[src/rtl/sadc_pkg.sv]
// shared constants and types for the converter sequencer control
package sadc_pkg;

	// converter geometry
	localparam int RESULT_W = 12;
	localparam int CHAN_COUNT = 11;
	localparam int CHAN_SEL_W = 4;
	localparam int SRC_SEL_W = 4;
	localparam int DIV_SEL_W = 3;
	localparam int DIV_CNT_W = 7;
	localparam int INT_SRC_COUNT = 8;

	// conversion phases, in converter clocks
	localparam logic [3:0] SAMPLE_CLKS = 4'h4;
	localparam logic [3:0] CONVERT_CLKS = 4'hC;
	localparam logic [3:0] TOTAL_CLKS_M1 = 4'hF;

	// reference select codes, upper bit set means pga output
	localparam logic [1:0] REF_SUPPLY = 2'h0;
	localparam logic [1:0] REF_EXT_PIN = 2'h1;

	// input source codes that pick an internal signal
	localparam logic [3:0] SRC_VDD = 4'h1;
	localparam logic [3:0] SRC_VDD_DIV2 = 4'h2;
	localparam logic [3:0] SRC_VDD_DIV4 = 4'h3;
	localparam logic [3:0] SRC_PGA = 4'h5;
	localparam logic [3:0] SRC_PGA_DIV2 = 4'h6;
	localparam logic [3:0] SRC_PGA_DIV4 = 4'h7;
	localparam logic [3:0] SRC_OPAMP = 4'h8;
	localparam logic [3:0] SRC_GND_LO = 4'h9;
	localparam logic [3:0] SRC_GND_HI = 4'hB;

	// index of each internal source in the one-hot select
	localparam int ISRC_VDD = 0;
	localparam int ISRC_VDD_DIV2 = 1;
	localparam int ISRC_VDD_DIV4 = 2;
	localparam int ISRC_PGA = 3;
	localparam int ISRC_PGA_DIV2 = 4;
	localparam int ISRC_PGA_DIV4 = 5;
	localparam int ISRC_OPAMP = 6;
	localparam int ISRC_GND = 7;

	// first sar trial code, msb set
	localparam logic [11:0] SAR_FIRST = 12'h800;
	localparam logic [3:0] SAR_MSB_IDX = 4'hB;

	// sequencer states
	typedef enum logic [2:0] {
		ST_IDLE = 3'b001,
		ST_SAMPLE = 3'b010,
		ST_CONVERT = 3'b100
	} sadc_state_t;

endpackage : sadc_pkg

[src/rtl/sadc_clk_div.sv]
// converter clock divider, one-cycle tick at clk / 2**sel
`timescale 1ns/1ns
module sadc_clk_div #(
	parameter int SEL_W = sadc_pkg::DIV_SEL_W,
	parameter int CNT_W = sadc_pkg::DIV_CNT_W
) (
	// clock and reset
	input wire logic clk_i,
	input wire logic rst_n_i,
	// control
	input wire logic run_i,
	input wire logic [SEL_W-1:0] div_sel_i,
	// converter clock enable
	output logic tick_o
);

	logic [CNT_W-1:0] cnt_ff;
	logic [CNT_W-1:0] limit;

	// divisor doubles with each code step
	assign limit = CNT_W'((1 << div_sel_i) - 1);

	// counter restarts whenever the sequencer is idle, so phases align to start
	always_ff @(posedge clk_i or negedge rst_n_i) begin
		if (!rst_n_i) begin
			cnt_ff <= '0;
		end else if (!run_i || cnt_ff >= limit) begin
			cnt_ff <= '0;
		end else begin
			cnt_ff <= cnt_ff + CNT_W'(1);
		end
	end

	// registered tick
	always_ff @(posedge clk_i or negedge rst_n_i) begin
		if (!rst_n_i) begin
			tick_o <= 1'b0;
		end else begin
			tick_o <= run_i && (cnt_ff >= limit);
		end
	end

	a_div_one_rate: assert property (@(posedge clk_i) disable iff (!rst_n_i)
		(run_i && div_sel_i == '0) ##1 (run_i && div_sel_i == '0) |=> tick_o)
		else $error("undivided converter clock missed a tick");

	a_div_two_gap: assert property (@(posedge clk_i) disable iff (!rst_n_i)
		(tick_o && div_sel_i == SEL_W'(1) && $stable(div_sel_i)) |=> !tick_o)
		else $error("divide-by-two ticks back to back");

endmodule : sadc_clk_div

[src/rtl/sadc_input_route.sv]
// registered decode of input source, channel, reference and pin mode
`timescale 1ns/1ns
module sadc_input_route #(
	parameter int CHANS = sadc_pkg::CHAN_COUNT
) (
	// clock and reset
	input wire logic clk_i,
	input wire logic rst_n_i,
	// selections
	input wire logic [3:0] input_source_select_i,
	input wire logic [3:0] external_channel_select_i,
	input wire logic [1:0] reference_source_select_i,
	input wire logic [CHANS-1:0] pin_analog_mode_i,
	// analog switch controls
	output logic [CHANS-1:0] chan_connect_o,
	output logic [sadc_pkg::INT_SRC_COUNT-1:0] int_src_connect_o,
	output logic [2:0] ref_connect_o,
	output logic [CHANS-1:0] pin_analog_o
);

	logic src_is_internal;
	logic [7:0] nxt_int_src;

	// internal source one-hot decode
	always_comb begin
		nxt_int_src = '0;
		unique case (input_source_select_i)
			sadc_pkg::SRC_VDD: nxt_int_src[sadc_pkg::ISRC_VDD] = 1'b1;
			sadc_pkg::SRC_VDD_DIV2: nxt_int_src[sadc_pkg::ISRC_VDD_DIV2] = 1'b1;
			sadc_pkg::SRC_VDD_DIV4: nxt_int_src[sadc_pkg::ISRC_VDD_DIV4] = 1'b1;
			sadc_pkg::SRC_PGA: nxt_int_src[sadc_pkg::ISRC_PGA] = 1'b1;
			sadc_pkg::SRC_PGA_DIV2: nxt_int_src[sadc_pkg::ISRC_PGA_DIV2] = 1'b1;
			sadc_pkg::SRC_PGA_DIV4: nxt_int_src[sadc_pkg::ISRC_PGA_DIV4] = 1'b1;
			sadc_pkg::SRC_OPAMP: nxt_int_src[sadc_pkg::ISRC_OPAMP] = 1'b1;
			default: begin
				// ground codes; 0000, 0100 and 11xx leave everything clear
				if (input_source_select_i >= sadc_pkg::SRC_GND_LO &&
					input_source_select_i <= sadc_pkg::SRC_GND_HI) begin
					nxt_int_src[sadc_pkg::ISRC_GND] = 1'b1;
				end
			end
		endcase
	end

	assign src_is_internal = |nxt_int_src;

	// one switch per external channel; unused codes leave the input floating
	genvar ch;
	generate
		for (ch = 0; ch < CHANS; ch++) begin : g_chan
			always_ff @(posedge clk_i or negedge rst_n_i) begin
				if (!rst_n_i) begin
					chan_connect_o[ch] <= 1'b0;
				end else begin
					chan_connect_o[ch] <= !src_is_internal &&
						(external_channel_select_i == 4'(ch));
				end
			end
		end
	endgenerate

	// internal source, reference and pin mode switches
	always_ff @(posedge clk_i or negedge rst_n_i) begin
		if (!rst_n_i) begin
			int_src_connect_o <= '0;
			ref_connect_o <= 3'h1;
			pin_analog_o <= '0;
		end else begin
			int_src_connect_o <= nxt_int_src;
			ref_connect_o[0] <= reference_source_select_i == sadc_pkg::REF_SUPPLY;
			ref_connect_o[1] <= reference_source_select_i == sadc_pkg::REF_EXT_PIN;
			ref_connect_o[2] <= reference_source_select_i[1];
			pin_analog_o <= pin_analog_mode_i;
		end
	end

	a_internal_isolate: assert property (@(posedge clk_i) disable iff (!rst_n_i)
		(|int_src_connect_o) |-> (chan_connect_o == '0))
		else $error("external channel connected with internal source");

	a_floating_chan: assert property (@(posedge clk_i) disable iff (!rst_n_i)
		(!src_is_internal && external_channel_select_i > 4'hA) |=> chan_connect_o == '0)
		else $error("nonexistent channel code connected a pin");

	a_ref_pga: assert property (@(posedge clk_i) disable iff (!rst_n_i)
		reference_source_select_i[1] |=> (ref_connect_o == 3'h4))
		else $error("pga reference not selected alone");

endmodule : sadc_input_route

[src/rtl/sadc_seq_ctrl.sv]
// converter sequencer control top: start detect, sar sequence, results, irq
//
// Summary of operation
// - reference select 00 supply, 01 external pin, 1x pga output.
// - analog pin mode disables pin function, pull-high and direction.
// - source codes 0000, 0100, 11xx pick an external channel.
// - channel codes 0..10 connect channels 0..10; 11..15 float.
// - internal source codes map to supply, pga, op-amp or ground taps.
// - any internal source disconnects every external channel.
// - conversion starts only on start bit high then low.
// - completion sets request flag; irq only when both enables set.
// - clock select divides system clock by 2**code, 1 to 128.
// - four sampling clocks then twelve converting clocks, sixteen total.
// - converter powered only while enable bit high; clearing stops it.
// - format bit 0 left-justifies, 1 right-justifies the twelve-bit result.
// - clearing enable leaves both result registers unchanged.
`timescale 1ns/1ns
module sadc_seq_ctrl #(
	parameter int CHANS = sadc_pkg::CHAN_COUNT
) (
	// clock and reset
	input wire logic clk_i,
	input wire logic reset_n_i,
	// control bits from software
	input wire logic start_ctrl_i,
	input wire logic converter_power_enable_i,
	input wire logic result_justify_select_i,
	input wire logic [3:0] external_channel_select_i,
	input wire logic [3:0] input_source_select_i,
	input wire logic [2:0] conv_clock_divider_select_i,
	input wire logic [1:0] reference_source_select_i,
	input wire logic [CHANS-1:0] pin_analog_mode_i,
	// interrupt control from software
	input wire logic conv_interrupt_enable_i,
	input wire logic global_interrupt_enable_i,
	input wire logic irq_flag_clear_i,
	// comparator from the analog core
	input wire logic comparator_i,
	// status and results
	output logic conv_busy_flag_o,
	output logic [7:0] result_high_reg_o,
	output logic [7:0] result_low_reg_o,
	output logic conv_irq_flag_o,
	output logic conv_irq_o,
	// analog core controls
	output logic converter_power_o,
	output logic sample_switch_o,
	output logic [11:0] dac_code_o,
	output logic [CHANS-1:0] chan_connect_o,
	output logic [7:0] int_src_connect_o,
	output logic [2:0] ref_connect_o,
	output logic [CHANS-1:0] pin_analog_o
);

	logic [1:0] rst_sync_ff;
	logic rst_n;
	logic comp_meta_ff;
	logic comp_sync_ff;
	logic start_prev_ff;
	logic start_fall;
	logic conv_go;
	logic conv_tick;
	logic conv_done;
	logic busy_ff;
	logic power_ff;
	sadc_pkg::sadc_state_t state_ff;
	sadc_pkg::sadc_state_t nxt_state;
	logic [3:0] phase_cnt_ff;
	logic [3:0] bit_idx_ff;
	logic [11:0] sar_ff;
	logic [11:0] nxt_sar;
	logic [11:0] final_code;
	logic [7:0] result_high_ff;
	logic [7:0] result_low_ff;
	logic irq_flag_ff;
	logic nxt_irq_flag;
	logic irq_ff;
	logic [3:0] ticks_seen_ff;

	// reset release through two flops; assertion stays asynchronous
	always_ff @(posedge clk_i or negedge reset_n_i) begin
		if (!reset_n_i) begin
			rst_sync_ff <= 2'h0;
		end else begin
			rst_sync_ff <= {rst_sync_ff[0], 1'b1};
		end
	end
	assign rst_n = rst_sync_ff[1];

	// comparator is analog and asynchronous to clk; two-flop sync
	always_ff @(posedge clk_i or negedge rst_n) begin
		if (!rst_n) begin
			comp_meta_ff <= 1'b0;
			comp_sync_ff <= 1'b0;
		end else begin
			comp_meta_ff <= comparator_i;
			comp_sync_ff <= comp_meta_ff;
		end
	end

	// start bit history; a level alone never starts anything
	always_ff @(posedge clk_i or negedge rst_n) begin
		if (!rst_n) begin
			start_prev_ff <= 1'b0;
		end else begin
			start_prev_ff <= start_ctrl_i;
		end
	end

	assign start_fall = start_prev_ff && !start_ctrl_i;
	// a pulse while busy or powered down is dropped, not queued
	assign conv_go = start_fall && converter_power_enable_i && !busy_ff;

	// converter power follows the enable bit
	always_ff @(posedge clk_i or negedge rst_n) begin
		if (!rst_n) begin
			power_ff <= 1'b0;
		end else begin
			power_ff <= converter_power_enable_i;
		end
	end

	// converter clock enable, runs only during a conversion
	sadc_clk_div #(
		.SEL_W(sadc_pkg::DIV_SEL_W),
		.CNT_W(sadc_pkg::DIV_CNT_W)
	) u_clk_div (
		.clk_i(clk_i),
		.rst_n_i(rst_n),
		.run_i(busy_ff),
		.div_sel_i(conv_clock_divider_select_i),
		.tick_o(conv_tick)
	);

	// input, channel, reference and pin-mode switches
	sadc_input_route #(
		.CHANS(CHANS)
	) u_route (
		.clk_i(clk_i),
		.rst_n_i(rst_n),
		.input_source_select_i(input_source_select_i),
		.external_channel_select_i(external_channel_select_i),
		.reference_source_select_i(reference_source_select_i),
		.pin_analog_mode_i(pin_analog_mode_i),
		.chan_connect_o(chan_connect_o),
		.int_src_connect_o(int_src_connect_o),
		.ref_connect_o(ref_connect_o),
		.pin_analog_o(pin_analog_o)
	);

	assign conv_done = (state_ff == sadc_pkg::ST_CONVERT) && conv_tick &&
		(bit_idx_ff == 4'h0) && converter_power_enable_i;

	// sequencer next state
	always_comb begin
		nxt_state = state_ff;
		unique case (state_ff)
			sadc_pkg::ST_IDLE: begin
				if (conv_go) begin
					nxt_state = sadc_pkg::ST_SAMPLE;
				end
			end
			sadc_pkg::ST_SAMPLE: begin
				if (!converter_power_enable_i) begin
					nxt_state = sadc_pkg::ST_IDLE;
				end else if (conv_tick && phase_cnt_ff == sadc_pkg::SAMPLE_CLKS - 4'h1) begin
					nxt_state = sadc_pkg::ST_CONVERT;
				end
			end
			sadc_pkg::ST_CONVERT: begin
				if (!converter_power_enable_i || conv_done) begin
					nxt_state = sadc_pkg::ST_IDLE;
				end
			end
			default: nxt_state = sadc_pkg::ST_IDLE;
		endcase
	end

	always_ff @(posedge clk_i or negedge rst_n) begin
		if (!rst_n) begin
			state_ff <= sadc_pkg::ST_IDLE;
		end else begin
			state_ff <= nxt_state;
		end
	end

	// sampling clock counter
	always_ff @(posedge clk_i or negedge rst_n) begin
		if (!rst_n) begin
			phase_cnt_ff <= 4'h0;
		end else if (state_ff != sadc_pkg::ST_SAMPLE) begin
			phase_cnt_ff <= 4'h0;
		end else if (conv_tick) begin
			phase_cnt_ff <= phase_cnt_ff + 4'h1;
		end
	end

	// sar trial: keep the bit if input is at or above the dac level
	always_comb begin
		nxt_sar = sar_ff;
		if (!comp_sync_ff) begin
			nxt_sar[bit_idx_ff] = 1'b0;
		end
		if (bit_idx_ff != 4'h0) begin
			nxt_sar[bit_idx_ff - 4'h1] = 1'b1;
		end
	end

	// comparator passes two sync flops, so very fast converter clocks
	// resolve on a stale decision; divider codes 0 and 1 are not blocked and can give wrong results
	always_ff @(posedge clk_i or negedge rst_n) begin
		if (!rst_n) begin
			sar_ff <= 12'h000;
			bit_idx_ff <= 4'h0;
		end else if (state_ff == sadc_pkg::ST_SAMPLE && nxt_state == sadc_pkg::ST_CONVERT) begin
			sar_ff <= sadc_pkg::SAR_FIRST;
			bit_idx_ff <= sadc_pkg::SAR_MSB_IDX;
		end else if (state_ff == sadc_pkg::ST_CONVERT && conv_tick) begin
			sar_ff <= nxt_sar;
			bit_idx_ff <= bit_idx_ff - 4'h1;
		end
	end

	// busy flag
	always_ff @(posedge clk_i or negedge rst_n) begin
		if (!rst_n) begin
			busy_ff <= 1'b0;
		end else if (conv_go) begin
			busy_ff <= 1'b1;
		end else if (conv_done || !converter_power_enable_i) begin
			busy_ff <= 1'b0;
		end
	end

	// final code includes the last bit decision
	assign final_code = nxt_sar;

	// result registers, loaded only by a finished conversion
	always_ff @(posedge clk_i or negedge rst_n) begin
		if (!rst_n) begin
			result_high_ff <= 8'h00;
			result_low_ff <= 8'h00;
		end else if (conv_done) begin
			if (result_justify_select_i) begin
				result_high_ff <= {4'h0, final_code[11:8]};
				result_low_ff <= final_code[7:0];
			end else begin
				result_high_ff <= final_code[11:4];
				result_low_ff <= {final_code[3:0], 4'h0};
			end
		end
	end

	// request flag: completion wins over a clear in the same cycle
	assign nxt_irq_flag = conv_done || (irq_flag_ff && !irq_flag_clear_i);

	always_ff @(posedge clk_i or negedge rst_n) begin
		if (!rst_n) begin
			irq_flag_ff <= 1'b0;
			irq_ff <= 1'b0;
		end else begin
			irq_flag_ff <= nxt_irq_flag;
			irq_ff <= nxt_irq_flag && conv_interrupt_enable_i && global_interrupt_enable_i;
		end
	end

	// checking aid: converter clocks seen since start
	always_ff @(posedge clk_i or negedge rst_n) begin
		if (!rst_n) begin
			ticks_seen_ff <= 4'h0;
		end else if (conv_go) begin
			ticks_seen_ff <= 4'h0;
		end else if (busy_ff && conv_tick) begin
			ticks_seen_ff <= ticks_seen_ff + 4'h1;
		end
	end

	// outputs straight from flops
	assign conv_busy_flag_o = busy_ff;
	assign result_high_reg_o = result_high_ff;
	assign result_low_reg_o = result_low_ff;
	assign conv_irq_flag_o = irq_flag_ff;
	assign conv_irq_o = irq_ff;
	assign converter_power_o = power_ff;
	assign sample_switch_o = state_ff[1];
	assign dac_code_o = sar_ff;

	a_start_sets_busy: assert property (@(posedge clk_i) disable iff (!rst_n)
		(start_prev_ff && !start_ctrl_i && converter_power_enable_i && !busy_ff)
		|=> busy_ff ##1 sample_switch_o)
		else $error("start pulse did not begin a conversion");

	a_level_no_start: assert property (@(posedge clk_i) disable iff (!rst_n)
		(!busy_ff && !(start_prev_ff && !start_ctrl_i)) |=> !busy_ff)
		else $error("conversion began without a high-low start pulse");

	a_sixteen_clocks: assert property (@(posedge clk_i) disable iff (!rst_n)
		conv_done |-> ticks_seen_ff == sadc_pkg::TOTAL_CLKS_M1)
		else $error("conversion did not take sixteen converter clocks");

	a_done_same_cycle: assert property (@(posedge clk_i) disable iff (!rst_n)
		conv_done |=> (!busy_ff && irq_flag_ff && ($past(result_justify_select_i) ?
		{result_high_ff[3:0], result_low_ff} : {result_high_ff, result_low_ff[7:4]}) ==
		$past(final_code)))
		else $error("busy, flag and result not updated together");

	a_busy_till_done: assert property (@(posedge clk_i) disable iff (!rst_n)
		(busy_ff && !conv_done && converter_power_enable_i) |=> busy_ff)
		else $error("busy dropped before completion");

	a_power_off_stop: assert property (@(posedge clk_i) disable iff (!rst_n)
		!converter_power_enable_i |=> (!busy_ff && !power_ff && state_ff == sadc_pkg::ST_IDLE))
		else $error("converter kept running while disabled");

	a_result_hold: assert property (@(posedge clk_i) disable iff (!rst_n)
		(!converter_power_enable_i ##1 !converter_power_enable_i)
		|=> ($stable(result_high_ff) && $stable(result_low_ff)))
		else $error("results changed while converter disabled");

	a_right_justify: assert property (@(posedge clk_i) disable iff (!rst_n)
		(conv_done && result_justify_select_i) |=> result_high_ff[7:4] == 4'h0)
		else $error("right-justified high byte has upper bits set");

	a_left_justify: assert property (@(posedge clk_i) disable iff (!rst_n)
		(conv_done && !result_justify_select_i) |=> result_low_ff[3:0] == 4'h0)
		else $error("left-justified low byte has lower bits set");

	a_irq_gated: assert property (@(posedge clk_i) disable iff (!rst_n)
		conv_irq_o |-> (irq_flag_ff && $past(conv_interrupt_enable_i) &&
			$past(global_interrupt_enable_i)))
		else $error("interrupt raised without flag or enables");

	a_flag_set_wins: assert property (@(posedge clk_i) disable iff (!rst_n)
		(conv_done && irq_flag_clear_i) |=> irq_flag_ff)
		else $error("completion lost against a flag clear");

endmodule : sadc_seq_ctrl
[config.mk]
export PLATFORM = sky130hd
export DESIGN_NAME = sadc_seq_ctrl
export DESIGN_NICKNAME = d
export VERILOG_FILES = /design/src/rtl/sadc_pkg.sv /design/src/rtl/sadc_clk_div.sv /design/src/rtl/sadc_input_route.sv /design/src/rtl/sadc_seq_ctrl.sv
export SDC_FILE = /design/constraint.sdc
export NUM_CORES = 1
export LEC_CHECK = 0
export BUFFER_PORTS_ARGS = -buffer_cell sky130_fd_sc_hd__buf_2
export CAP_MARGIN = 30
export CORE_AREA = 2 2 91 93
export DETAILED_ROUTE_END_ITERATION = 8
export DIE_AREA = 0 0 93 95
export PLACE_DENSITY_LB_ADDON = 0.2
export REMOVE_ABC_BUFFERS = 1
export SYNTH_ARGS = -nofsm -noshare
export SYNTH_HDL_FRONTEND = slang
export SYNTH_HIERARCHICAL = 1
export SYNTH_SLANG_ARGS = --single-unit
[constraint.sdc]
create_clock -name clk_i -period 3.6 [get_ports clk_i]
set_input_delay 0.72 -clock clk_i [delete_from_list [all_inputs] [get_ports clk_i]]
set_output_delay 0.72 -clock clk_i [all_outputs]
set_load 0.03 [all_outputs]
==> results.json <==
{
  "die_area_um2": 8840,
  "fp.dieH_um": 95,
  "post_route_cells_drive_above_1_share_pct": 31.2,
  "setup_viol": 0,
  "rr_endpoint": "result_high_reg_o[0]$_DFFE_PN0P_",
  "synthesis.area_um2": 4050,
  "cts_tree": "yes",
  "finalHoldViolCount": 0,
  "drc": 0,
  "ys.flop_type": "dfrtp_1",
  "clk_pin_slew_ns": 0.09,
  "cts_buffers": 9,
  "synth_seq_area_share_pct": 55.0,
  "fin_crit_ns": 2.12,
  "die_x_um": 93,
  "clockBufferDepth": 2,
  "p_total_mw": 1.92,
  "clock_skew_ns": 0.0106,
  "outcome": "finished clean",
  "p_leak_nw": 2.27,
  "initial_utilization_pct": 51.1,
  "cp-start-kind": "flip-flop",
  "r2r-start": "bit_idx_ff[0]$_DFFE_PN0P_",
  "rsz0062_at_grt": "false",
  "gp_congestion": 0.815,
  "path_cells": "inv_1 -> ha_1 -> nor2_1 -> mux2i_1 -> o22ai_1 -> a22oi_2 -> o221ai_2",
  "core_um2": 7930,
  "cap_viol_max_count": 0,
  "reg2reg_depth": 7,
  "place_hpwl_um": 5840,
  "post_cts_buffers": 0,
  "clockRootBuffer": "clkbuf_8",
  "crit_type": "flip-flop to flip-flop",
  "postCtsHoldBufs": 0,
  "antenna_cells": 0,
  "grt_first_pass_wirelength_um": 13200,
  "critPathTopFamily": "compound AO/OA/AOI/OAI gates",
  "groute.usage.overall_pct": 19.3,
  "antenna_found_initial": 0,
  "synthToLayoutAreaGrowth_pct": 19.6,
  "insertion_delay_ns": 0.35,
  "required_ns": 3.82,
  "cts_max_level": 3,
  "cp_slowest_cell": "dfrtp_1",
  "dp_cells": 550,
  "drtAntennaViolNets": 0,
  "drt_iter0_drc": 99,
  "cts_resized": 0,
  "dr.pass1.iters": 4,
  "nets": 503,
  "r2r_slack_ns": 1.48,
  "vias": 2990,
  "finalMaxSlewViolations": 0,
  "clock_sinks": 89,
  "worstPathArrival_ns": 2.34,
  "power_density_nw_per_um2": 396,
  "grt_max_degree": 49,
  "critPathMaxFanout": 5,
  "tns_ns": 0,
  "cp_num_buf_inv": 1,
  "ys_types": 64,
  "ir_worst_vdd_uv": 179,
  "vias_per_cell": 5.28,
  "syn_area_per_cell_um2": 11.3,
  "synth.yosys.warnings": 6,
  "min_path_type": "input port to async pin",
  "grt-ovfl-total": 0,
  "wirelength_um": 7990,
  "relSlewSlack_pct": 63.2,
  "finalNonFillerCells": 566,
  "synth_edf_count": 0,
  "synthArstFlopShare_pct": 100,
  "synth-seq-cells": 89,
  "endpoint_kind": "flip-flop",
  "fp-row-count": 33,
  "ios": 99,
  "max_stage_delay_ns": 0.45,
  "first_global_vias": 2816,
  "fmax_mhz": 472,
  "finalCritPeriodShare_pct": 58.9,
  "wl_per_cell_um": 14.1,
  "finish.utilization_pct": 61.2,
  "worst_pin_slew_ns": 0.551,
  "port_buffers": 98,
  "synthCells": 358
}
-- power by group --
group / leakage (nW) / internal (mW) / switching, mW
combinational: 1.09 / 0.0548 / 0.109
clock: 0.0999 / 0.347 / 0.361
sequential: 1.09 / 1.03 / 0.0213
-- sequential cells by signal, indices dropped and copies added (netlist names) --
signal and count:
rst_sync_ff 2, comp_meta_ff 1, state_ff 3, comp_sync_ff 1
result_high_reg_o 8, phase_cnt_ff 4, dac_code_o 12, u_route/chan_connect_o 11
result_low_reg_o 8, u_route/int_src_connect_o 8, u_clk_div/cnt_ff 7, conv_irq_flag_o 1
conv_busy_flag_o 1, conv_irq_o 1, converter_power_o 1, u_clk_div/tick_o 1
u_route/ref_connect_o 3, start_prev_ff 1, bit_idx_ff 4, u_route/pin_analog_o 11
-- through the flow --
| step | setup slack, ns | hold WS, ns | instance area, um2 |
|---|---|---|---|
| 6_report | 1.48 | 0.131 | 4850 |
| 5_1_grt | 1.26 | 0.106 | 4850 |
| 4_1_cts | 1.47 | 0.109 | 4850 |
| 3_5_place_dp | 1.34 | 0.330 | 4640 |
| 3_3_place_gp | 1.40 | 0.334 | 4610 |
| 2_1_floorplan | 0.941 | 0.331 | 3980 |
-- per-layer routing --
layer	global-route usage [%]	vias up	wire (um)	share of wire, %
li1	-	1465	-	-
met1	24.7	1451	3480	44
met2	31.9	67	4010	50
met3	4.31	7	399	5.0
met4	7.72	0	95	1.2
met5	0	-	0	0
-- layout by cell type (no fill, tap or decap), types with 3 or more instances in the layout --
cell,instances
nand2b_1,10
a32oi_1,3
o211ai_1,3
a221oi_1,5
xnor2_1,4
clkbuf_8,10
nand3_1,11
a211oi_1,12
nand3b_1,3
ha_1,14
a22oi_1,5
o21ai_0,7
a2111oi_4,4
nor2_1,41
buf_2,98
inv_6,3
o221ai_2,4
xor2_1,7
o21ai_1,8
a21oi_1,7
and3_1,3
nand2_1,40
inv_1,7
dfrtp_1,86
mux2i_1,3
nor2b_1,9
nor3_1,5
-- kinds of logic after synthesis --
group	synth area share, %
simple gates	18.3
buf+inv	2.47
xor+xnor	2.38
other cells	0.0925
flops	55.0
mux	0.741
compound gates	16.7
fa+ha+maj	4.32
-- cell usage after synthesis, drive strengths merged (2+ instances only) --
cell type	count	area [um2]
nand3	12	72.6
xor2	7	61.3
nor3	5	25.0
o221ai	4	60.1
a2111oi	5	119
a211oi	12	90.1
o22ai	2	12.5
or3	2	17.5
buf	8	55.1
o21ai	16	83.8
a22oi	6	50.1
xnor2	4	35.0
ha	14	175
nand2	41	156
mux2i	3	30.0
nand2b	10	62.6
and2	3	20.0
dfstp	2	52.6
o21a	2	15.0
or2	2	12.5
nand4	2	27.5
a21oi	9	52.6
nor2b	9	56.3
a21boi	2	15.0
inv	7	26.3
and3	3	18.8
a32oi	3	26.3
a221oi	5	43.8
dfrtp	87	2180
clkbuf	5	18.8
o211ai	3	22.5
nand3b	3	22.5
nor2	43	185
o31ai	2	25.0
-- worst max path at each step --
stage / startpoint / slack [ns] / end / cells past startpoint
final: bit_idx_ff[0]$_DFFE_PN0P_ / 1.48 / result_high_reg_o[0]$_DFFE_PN0P_ / 7
after global routing: bit_idx_ff[0]$_DFFE_PN0P_ / 1.26 / result_high_reg_o[0]$_DFFE_PN0P_ / 7
after CTS: bit_idx_ff[0]$_DFFE_PN0P_ / 1.47 / result_high_reg_o[0]$_DFFE_PN0P_ / 7
after detailed placement: conv_clock_divider_select_i[1] / 1.34 / u_clk_div/cnt_ff[5]$_DFF_PN0_ / 7
after global placement: conv_clock_divider_select_i[1] / 1.40 / u_clk_div/cnt_ff[3]$_DFF_PN0_ / 7
after floorplan: rst_sync_ff[1]$_DFF_PN0_ / 0.94 / bit_idx_ff[0]$_DFFE_PN0P_ / 0
-- final cells by class --
class	instances	area, um2
clock buffers	10	138
clock inverters	6	71.3
fillers	685	3080
inverters	7	26.3
multi-input cells	249	1720
flip-flops and latches	89	2230
well taps	105	131
repair buffers	100	526
No activity file was read; power rests on OpenSTA's default activity.
